[src/common/fws_regs.vh]
// Constants for the flash write-status polling controller.
`ifndef FWS_REGS_VH
`define FWS_REGS_VH
// Register offsets on the software port.
`define FWS_ADDR_CTRL 4'h0
`define FWS_ADDR_ADDR 4'h1
`define FWS_ADDR_DATA 4'h2
`define FWS_ADDR_STAT 4'h3
`define FWS_ADDR_RDAT 4'h4
// Control register fields.
`define FWS_CTRL_START 0
`define FWS_CTRL_MODE 1
`define FWS_CTRL_ABORT 2
// Status register fields.
`define FWS_STAT_BUSY 0
`define FWS_STAT_DONE 1
`define FWS_STAT_FAIL 2
`define FWS_STAT_SUSP 3
`define FWS_STAT_RDY 4
`define FWS_STAT_ERWIN 5
// Status bit positions in the data byte.
`define FWS_POLL_BIT 7
`define FWS_TOGGLE_BIT 6
`define FWS_TMO_BIT 5
`define FWS_ERWIN_BIT 3
`define FWS_SECT_BIT 2
// Reset command written to the device.
`define FWS_RESET_CMD 8'hF0
// Flash bus cycle timing (read, write pulse, gap), in ns, and cycles at 4 ns.
`define FWS_CLK_NS 4
`define FWS_TRD_NS 70
`define FWS_TRD_CYC ((`FWS_TRD_NS + `FWS_CLK_NS - 1) / `FWS_CLK_NS)
`define FWS_TWP_NS 40
`define FWS_TWP_CYC ((`FWS_TWP_NS + `FWS_CLK_NS - 1) / `FWS_CLK_NS)
`define FWS_TGAP_NS 20
`define FWS_TGAP_CYC ((`FWS_TGAP_NS + `FWS_CLK_NS - 1) / `FWS_CLK_NS)
`endif

[src/hw/fws_bus_cycle.v]
// One flash bus cycle engine: a timed read or write on the parallel pins.
`timescale 1ns/1ns
`include "fws_regs.vh"
module fws_bus_cycle (
   // Clock and reset
   input wire sys_clk,
   input wire reset,
   // Request side
   input wire req,
   input wire wr,
   input wire [19:0] addr,
   input wire [7:0] wdata,
   output reg ack_q,
   output reg [7:0] rdata_q,
   // Flash pins
   output reg [19:0] fl_addr_q,
   output reg fl_ce_n_q,
   output reg fl_oe_n_q,
   output reg fl_we_n_q,
   output reg [7:0] fl_dq_o_q,
   output reg fl_dq_oe_n_q,
   input wire [7:0] fl_dq_s
);
   localparam ST_IDLE = 2'h0;
   localparam ST_ACT = 2'h1;
   localparam ST_GAP = 2'h2;
   // Two extra read cycles cover the data synchroniser.
   localparam [31:0] RD_CYC = `FWS_TRD_CYC + 2;
   localparam [31:0] WP_CYC = `FWS_TWP_CYC;
   localparam [31:0] GAP_CYC = `FWS_TGAP_CYC;
   reg [1:0] st_q;
   reg [7:0] cnt_q;
   reg wr_q;
   always @(posedge sys_clk) begin
      ack_q <= 1'b0;
      if (reset) begin
         st_q <= ST_IDLE;
         cnt_q <= 8'h00;
         wr_q <= 1'b0;
         rdata_q <= 8'h00;
         fl_addr_q <= 20'h00000;
         fl_ce_n_q <= 1'b1;
         fl_oe_n_q <= 1'b1;
         fl_we_n_q <= 1'b1;
         fl_dq_o_q <= 8'h00;
         fl_dq_oe_n_q <= 1'b1;
      end else begin
         case (st_q)
            ST_IDLE: begin
               if (req) begin
                  wr_q <= wr;
                  fl_addr_q <= addr;
                  fl_ce_n_q <= 1'b0;
                  fl_oe_n_q <= wr;
                  fl_we_n_q <= ~wr;
                  fl_dq_o_q <= wdata;
                  fl_dq_oe_n_q <= ~wr;
                  cnt_q <= wr ? WP_CYC[7:0] : RD_CYC[7:0];
                  st_q <= ST_ACT;
               end
            end
            ST_ACT: begin
               if (cnt_q == 8'h00) begin
                  // Read data is sampled after the synchroniser delay.
                  if (!wr_q)
                     rdata_q <= fl_dq_s;
                  fl_ce_n_q <= 1'b1;
                  fl_oe_n_q <= 1'b1;
                  fl_we_n_q <= 1'b1;
                  cnt_q <= GAP_CYC[7:0];
                  st_q <= ST_GAP;
               end else begin
                  cnt_q <= cnt_q - 8'h01;
               end
            end
            ST_GAP: begin
               fl_dq_oe_n_q <= 1'b1;
               if (cnt_q == 8'h00) begin
                  ack_q <= 1'b1;
                  st_q <= ST_IDLE;
               end else begin
                  cnt_q <= cnt_q - 8'h01;
               end
            end
            default: st_q <= ST_IDLE;
         endcase
      end
   end
endmodule

[src/hw/fws_poll_ctrl.v]
// Host-side controller that polls flash write status after program or erase.
//
// Design decisions made here: the placing of the registers and strobed register access.
`timescale 1ns/1ns
`include "fws_regs.vh"
module fws_poll_ctrl (
   // Clock and reset
   input wire sys_clk,
   input wire reset,
   // Software register port
   input wire [3:0] sw_addr,
   input wire [31:0] sw_wdata,
   input wire sw_wr,
   input wire sw_rd,
   output reg [31:0] sw_rdata_q,
   // Flash pins
   output wire [19:0] fl_addr,
   output wire fl_ce_n,
   output wire fl_oe_n,
   output wire fl_we_n,
   output wire [7:0] fl_dq_o,
   output wire fl_dq_oe_n,
   input wire [7:0] fl_dq_i,
   input wire ready_busy_out
);
   localparam ST_IDLE = 3'h0;
   localparam ST_RD1 = 3'h1;
   localparam ST_RD2 = 3'h2;
   localparam ST_RD3 = 3'h3;
   localparam ST_RD4 = 3'h4;
   localparam ST_RST = 3'h5;
   localparam ST_DATA = 3'h6;

   reg [7:0] dq_m_q;
   reg [7:0] dq_s_q;
   reg rb_m_q;
   reg rb_s_q;
   reg [2:0] st_q;
   reg mode_q;
   reg [19:0] addr_q;
   reg [7:0] data_q;
   reg [7:0] first_q;
   reg [7:0] last_q;
   reg [7:0] rdat_q;
   reg busy_q;
   reg done_q;
   reg fail_q;
   reg susp_q;
   reg erwin_q;
   reg req_q;
   reg wr_q;
   wire ack;
   wire [7:0] rdata;
   reg [7:0] stat_d;

   // Two-stage synchronisers for the pins.
   always @(posedge sys_clk) begin
      if (reset) begin
         dq_m_q <= 8'h00;
         dq_s_q <= 8'h00;
         rb_m_q <= 1'b1;
         rb_s_q <= 1'b1;
      end else begin
         dq_m_q <= fl_dq_i;
         dq_s_q <= dq_m_q;
         rb_m_q <= ready_busy_out;
         rb_s_q <= rb_m_q;
      end
   end

   fws_bus_cycle u_cyc (
      .sys_clk(sys_clk),
      .reset(reset),
      .req(req_q),
      .wr(wr_q),
      .addr(addr_q),
      .wdata(`FWS_RESET_CMD),
      .ack_q(ack),
      .rdata_q(rdata),
      .fl_addr_q(fl_addr),
      .fl_ce_n_q(fl_ce_n),
      .fl_oe_n_q(fl_oe_n),
      .fl_we_n_q(fl_we_n),
      .fl_dq_o_q(fl_dq_o),
      .fl_dq_oe_n_q(fl_dq_oe_n),
      .fl_dq_s(dq_s_q)
   );

   // True when toggle bit 6 differs between two reads.
   function toggled;
      input [7:0] a;
      input [7:0] b;
      begin
         toggled = (a[`FWS_TOGGLE_BIT] != b[`FWS_TOGGLE_BIT]);
      end
   endfunction

   // Data polling is done when bit 7 equals expected true data, or when bit 7 is 1 for an erase.
   function poll_done;
      input [7:0] v;
      input erase;
      input [7:0] exp;
      begin
         if (erase)
            poll_done = v[`FWS_POLL_BIT];
         else
            poll_done = (v[`FWS_POLL_BIT] == exp[`FWS_POLL_BIT]);
      end
   endfunction

   // One request pulse to the cycle engine per read or reset write.
   always @(posedge sys_clk) begin
      req_q <= 1'b0;
      if (reset) begin
         st_q <= ST_IDLE;
         mode_q <= 1'b0;
         addr_q <= 20'h00000;
         data_q <= 8'h00;
         first_q <= 8'h00;
         last_q <= 8'h00;
         rdat_q <= 8'h00;
         busy_q <= 1'b0;
         done_q <= 1'b0;
         fail_q <= 1'b0;
         susp_q <= 1'b0;
         erwin_q <= 1'b0;
         wr_q <= 1'b0;
      end else begin
         if (sw_wr && sw_addr == `FWS_ADDR_ADDR)
            addr_q <= sw_wdata[19:0];
         if (sw_wr && sw_addr == `FWS_ADDR_DATA)
            data_q <= sw_wdata[7:0];
         if (sw_wr && sw_addr == `FWS_ADDR_CTRL &&
             sw_wdata[`FWS_CTRL_ABORT]) begin
            // Abandoned polling must begin again from the first read.
            st_q <= ST_IDLE;
            busy_q <= 1'b0;
         end else begin
            case (st_q)
               ST_IDLE: begin
                  // Software starts only after it issued the final strobe.
                  if (sw_wr && sw_addr == `FWS_ADDR_CTRL &&
                      sw_wdata[`FWS_CTRL_START]) begin
                     mode_q <= sw_wdata[`FWS_CTRL_MODE];
                     busy_q <= 1'b1;
                     done_q <= 1'b0;
                     fail_q <= 1'b0;
                     susp_q <= 1'b0;
                     wr_q <= 1'b0;
                     req_q <= 1'b1;
                     st_q <= ST_RD1;
                  end
               end
               ST_RD1: begin
                  if (ack) begin
                     first_q <= rdata;
                     req_q <= 1'b1;
                     st_q <= ST_RD2;
                  end
               end
               ST_RD2: begin
                  if (ack) begin
                     last_q <= rdata;
                     erwin_q <= rdata[`FWS_ERWIN_BIT];
                     if (!toggled(first_q, rdata) ||
                         (!mode_q && poll_done(rdata, mode_q, data_q))) begin
                        // Bit 7 may lead bits 6..0; fetch clean data.
                        req_q <= 1'b1;
                        st_q <= ST_DATA;
                     end else if (mode_q && poll_done(rdata, 1'b1, data_q) &&
                                  !toggled(first_q, rdata)) begin
                        st_q <= ST_DATA;
                     end else if (rdata[`FWS_TMO_BIT]) begin
                        req_q <= 1'b1;
                        st_q <= ST_RD3;
                     end else begin
                        // Keep monitoring: bit 6 still toggling and bit 5 clear.
                        first_q <= rdata;
                        req_q <= 1'b1;
                        st_q <= ST_RD2;
                     end
                  end
               end
               ST_RD3: begin
                  if (ack) begin
                     first_q <= rdata;
                     req_q <= 1'b1;
                     st_q <= ST_RD4;
                  end
               end
               ST_RD4: begin
                  if (ack) begin
                     if (toggled(first_q, rdata)) begin
                        fail_q <= 1'b1;
                        wr_q <= 1'b1;
                        req_q <= 1'b1;
                        st_q <= ST_RST;
                     end else begin
                        req_q <= 1'b1;
                        st_q <= ST_DATA;
                     end
                  end
               end
               ST_RST: begin
                  if (ack) begin
                     wr_q <= 1'b0;
                     busy_q <= 1'b0;
                     done_q <= 1'b1;
                     st_q <= ST_IDLE;
                  end
               end
               ST_DATA: begin
                  if (ack) begin
                     // Bit 2 toggling with bit 6 steady marks suspend.
                     susp_q <= mode_q && rdata[`FWS_POLL_BIT] &&
                        toggled(last_q, rdata) == 1'b0 &&
                        (last_q[`FWS_SECT_BIT] != rdata[`FWS_SECT_BIT]);
                     rdat_q <= rdata;
                     busy_q <= 1'b0;
                     done_q <= 1'b1;
                     st_q <= ST_IDLE;
                  end
               end
               default: st_q <= ST_IDLE;
            endcase
         end
      end
   end

   // Status byte; the pin level marks busy while low.
   always @* begin
      stat_d = 8'h00;
      stat_d[`FWS_STAT_BUSY] = busy_q;
      stat_d[`FWS_STAT_DONE] = done_q;
      stat_d[`FWS_STAT_FAIL] = fail_q;
      stat_d[`FWS_STAT_SUSP] = susp_q;
      stat_d[`FWS_STAT_RDY] = rb_s_q;
      stat_d[`FWS_STAT_ERWIN] = erwin_q;
   end

   // Read data stands the cycle after the read strobe.
   always @(posedge sys_clk) begin
      if (reset) begin
         sw_rdata_q <= 32'h00000000;
      end else if (sw_rd) begin
         if (sw_addr == `FWS_ADDR_CTRL)
            sw_rdata_q <= {31'h00000000, busy_q};
         else if (sw_addr == `FWS_ADDR_ADDR)
            sw_rdata_q <= {12'h000, addr_q};
         else if (sw_addr == `FWS_ADDR_DATA)
            sw_rdata_q <= {24'h000000, data_q};
         else if (sw_addr == `FWS_ADDR_STAT)
            sw_rdata_q <= {24'h000000, stat_d};
         else if (sw_addr == `FWS_ADDR_RDAT)
            sw_rdata_q <= {24'h000000, rdat_q};
         else
            sw_rdata_q <= 32'h00000000;
      end
   end
endmodule

[config.mk]
export PLATFORM = sky130hd
export DESIGN_NAME = fws_poll_ctrl
export DESIGN_NICKNAME = d
export VERILOG_FILES = /design/src/hw/fws_bus_cycle.v /design/src/hw/fws_poll_ctrl.v
export VERILOG_INCLUDE_DIRS = /design/src /design/src/common
export SDC_FILE = /design/constraint.sdc
export NUM_CORES = 1
export LEC_CHECK = 0
export ABC_AREA = 0
export BUFFER_PORTS_ARGS = -buffer_cell sky130_fd_sc_hd__buf_2
export CORE_UTILIZATION = 55
export CTS_CLUSTER_DIAMETER = 30
export CTS_CLUSTER_SIZE = 12
export DETAILED_ROUTE_END_ITERATION = 8
export GPL_ROUTABILITY_DRIVEN = 0
export PLACE_DENSITY_LB_ADDON = 0.05
export SETUP_SLACK_MARGIN = 0.05
export SLEW_MARGIN = 20
export SYNTH_ARGS = -nofsm -noshare
export SYNTH_HDL_FRONTEND = slang
export SYNTH_HIERARCHICAL = 1
export SYNTH_SLANG_ARGS = --single-unit
[constraint.sdc]
create_clock -name sys_clk -period 2.57 [get_ports sys_clk]
set_input_delay 0.1285 -clock sys_clk [delete_from_list [all_inputs] [get_ports sys_clk]]
set_output_delay 0.1285 -clock sys_clk [all_outputs]
set_load 0.02 [all_outputs]
==> metrics.txt <==
status finished clean; io pins 113; worst vdd ir between 600 and 700 uV; critical hold path startpoint reset; max incr delay on CP between 400 and 500 ps; Worst Hold Endpoint u_cyc/rdata_q[5]$_SDFFE_PP0P_; Least-Margin Pin Slew 759 ps; clock sink count 140; DRT Pass-1 Iters 5; DP Cell Count 886; final setup skew between 6 and 7 ps; GR Util All Layers 0.269; CTS H-tree depth 4; library cells used by synthesis 60; R2R Path Start u_cyc/st_q[1]$_SDFFE_PP0P_; site row count 37; RSZ-0062 raised after global routing false; vias 5231; DRT iter0 DRCs 274; predominant post-synthesis flop cell dfxtp_1; layout cells sized above 1 0.176; initial core utilization 0.571; critical path capture point type flip-flop; # DRC 0; cell family with most CP delay simple AND/OR/NAND/NOR gates; Die X 106 um; PostCTS Resize Cnt 0; mapped cell area between 5000 and 6000 sq um; vias per std cell 5.52; initial antenna violation count 0; average wire per standard cell approximately 15 um; Slew Viols, Final 0; number of diodes 0; buffers from clock root to sink, at most 2; EDFF count, synth 0; FMAX 441 MHz; vias in the first global route 4931; relative slew slack 0.494; critical path class flip-flop to flip-flop; power per cell area 679 nW/um^2; setup_tns 0 ps; post-DP HPWL 9.57 mm; critical path, cell by cell inv_1 -> ha_1 -> o21ai_1 -> nor3_1 -> or4b_1 -> a21oi_1; CP max-delay cell or4b_1; clk root buf clkbuf_8; Final Hold Fails 0; crit path DAT 2730 ps; total wire length 14.4 mm; synthesized flop and latch total 140; Overflow after GRT 0; Core ar. 10400 sq um; final worst slack 301 ps; largest net degree at the start of global routing between 50 and 60; clk slew on worst S/H paths about 60 ps; Synth async-reset ratio 0; Port Buf Inserts around 90; reg2reg path depth 6; Leakage approximately 2.8 nW; # setup viols final 0; final worst path period need 2270 ps; Hold WC Path Type input pin to flip-flop; Tcrit/Tclk final 0.883; Required @ worst endpoint about 3000 ps; Final Non-Filler Cells 947; Reg-to-Reg End u_cyc/cnt_q[7]$_SDFFE_PP0P_; Hold Crit Depth 2; maximum capacitance violations 0; Synth warnings 6; r2r setup slk 300 ps; TritonCTS clock tree yes; Post-Syn Area per Cell 8.58 sq um; insertion delay to the later sink of the worst-skew pair 530 ps; Layout Nets roughly 850; dpl ws 409 ps; CP Launch Type flip-flop; sequential fraction of the synthesis area 0.471; CP Max Fanout 9; layout overhead on the synthesized area 22.1%; crit path buf inv count 1; Antenna Nets Post-Route 0; height of the die 106 um; clock buffer count from CTS 17; Syn Inst Count 693; Die ar. 11200 sq um; first-pass GRT wire length about 23 mm
[state kept, by name (all words and copies together), names as in the netlist, 2 cells and up]
name             count
st_q                 3
dq_s_q               8
sw_rdata_q          20
data_q               8
u_cyc/fl_addr_q     20
dq_m_q               8
u_cyc/rdata_q        8
u_cyc/cnt_q          8
u_cyc/fl_dq_o_q      8
u_cyc/st_q           2
last_q               3
rdat_q               8
addr_q              20
[cell type report]
cell class | instances | area (sq um)
fill | 841 | 3150
multi-input combinational | 497 | 2880
sequential | 140 | 2800
timing repair buffer | 128 | 816
clock buffer | 18 | 418
tap | 136 | 170
clock inverter | 14 | 121
inverter | 14 | 52.6
[layout by cell type (no fill, tap or decap), types with 3 or more instances in the layout]
cell type        n
nor2_1          41
dfxtp_1        140
inv_6            3
clkinv_2         6
xnor2_1          3
conb_1          20
or3_1            3
o21ai_0         16
nand3b_1         5
nor3_1          13
nor4b_4          3
nand2b_1        29
a211oi_1         6
clkbuf_16       16
mux2i_1         30
or2_2            4
and2_1           4
buf_4           12
buf_2           87
inv_1           14
o31ai_1          3
dlygate4sd3_1   29
a32o_1           6
nand3_1         16
a22oi_1          7
nand4b_1         4
nand2_1        113
o22ai_1          6
ha_1             5
clkinv_4         4
a21o_1           3
a21oi_1         94
xor2_1           3
nor2b_1         24
[worst max-delay path by stage]
stage	from	to	slack, ps	depth (start not counted)
4_1_cts	u_cyc/st_q[1]$_SDFFE_PP0P_	u_cyc/cnt_q[7]$_SDFFE_PP0P_	350	6
3_5_place_dp	u_cyc/st_q[0]$_SDFFE_PP0P_	u_cyc/cnt_q[7]$_SDFFE_PP0P_	410	6
6_report	u_cyc/st_q[1]$_SDFFE_PP0P_	u_cyc/cnt_q[7]$_SDFFE_PP0P_	300	6
2_1_floorplan	u_cyc/st_q[0]$_SDFFE_PP0P_	u_cyc/cnt_q[7]$_SDFFE_PP0P_	710	7
3_3_place_gp	u_cyc/st_q[1]$_SDFFE_PP0P_	u_cyc/cnt_q[7]$_SDFFE_PP0P_	520	6
5_1_grt	u_cyc/st_q[0]$_SDFFE_PP0P_	u_cyc/cnt_q[7]$_SDFFE_PP0P_	200	6
[power breakdown]
part	leakage (nW)	switching (W)	internal [W]	total [W]
clock	0.273	0.000933	0.00128	0.00222
sequential	1.13	0.0000340	0.00221	0.00224
combinational	1.42	0.000287	0.000184	0.000471
total	2.82	0.00125	0.00368	0.00493
[repair_timing]
| item | 4_1_cts | 5_1_grt |
|---|---|---|
| hold buffers | 29 | 0 |
| setup buffers | 0 | 0 |
| hold endpoints to repair | 38 | 0 |
[Yosys cell counts (4+ instances only)]
cell | count | share of area
a211oi_1 | 6 | 0.0076
a21oi_1 | 94 | 0.079
a22oi_1 | 7 | 0.0088
a32o_1 | 6 | 0.010
and2_1 | 4 | 0.0042
buf_2 | 13 | 0.011
buf_4 | 12 | 0.015
clkbuf_1 | 31 | 0.020
dfxtp_1 | 140 | 0.47
ha_1 | 5 | 0.011
inv_1 | 14 | 0.0088
mux2i_1 | 30 | 0.050
nand2_1 | 113 | 0.071
nand2b_1 | 29 | 0.030
nand3_1 | 16 | 0.013
nand3b_1 | 5 | 0.0063
nand4b_1 | 4 | 0.0059
nor2_1 | 41 | 0.026
nor2b_1 | 24 | 0.025
nor3_1 | 13 | 0.011
o21ai_0 | 16 | 0.013
o22ai_1 | 6 | 0.0063
or2_2 | 4 | 0.0042
[metrics by stage]
step                       util  instance area (sq um)  hold WS [ps]  power (W)
after global placement    0.618                   6430           313    0.00270
after floorplan               -                   6020           232    0.00261
after detailed placement  0.618                   6430           316    0.00272
after CTS                 0.697                   7260          63.9    0.00496
after global routing      0.697                   7260          97.2    0.00512
final                     0.697                   7260          87.0    0.00493
[metal layers]
metal / track usage / vias up / part of all wire
li1: - / 2575 / -
met4: 0.111 / 0 / 0.021
met3: 0.0907 / 24 / 0.058
met2: 0.444 / 164 / 0.48
met5: 0 / - / 0
met1: 0.319 / 2468 / 0.44
[logic make-up (layout without fill, tap and decap cells)]
logic type | after synthesis | after routing | synth area share
and+or+nand+nor | 271 | 271 | 0.231
AOI/OAI and AO/OA | 164 | 164 | 0.167
DFF | 140 | 140 | 0.471
buffers and inverters | 74 | 174 | 0.0583
muxes | 31 | 31 | 0.0524
xor gates and xnor gates | 6 | 6 | 0.00884
adders and majority gates | 5 | 5 | 0.0105
other | 2 | 20 | 0.00126
[worst register-to-register path, stage by stage (launching register included)]
cell and delay [ps]:
dfxtp_1 390, inv_1 80, ha_1 400, o21ai_1 300, nor3_1 400, or4b_1 480, a21oi_1 150
(Power assumes the default switching activity.)
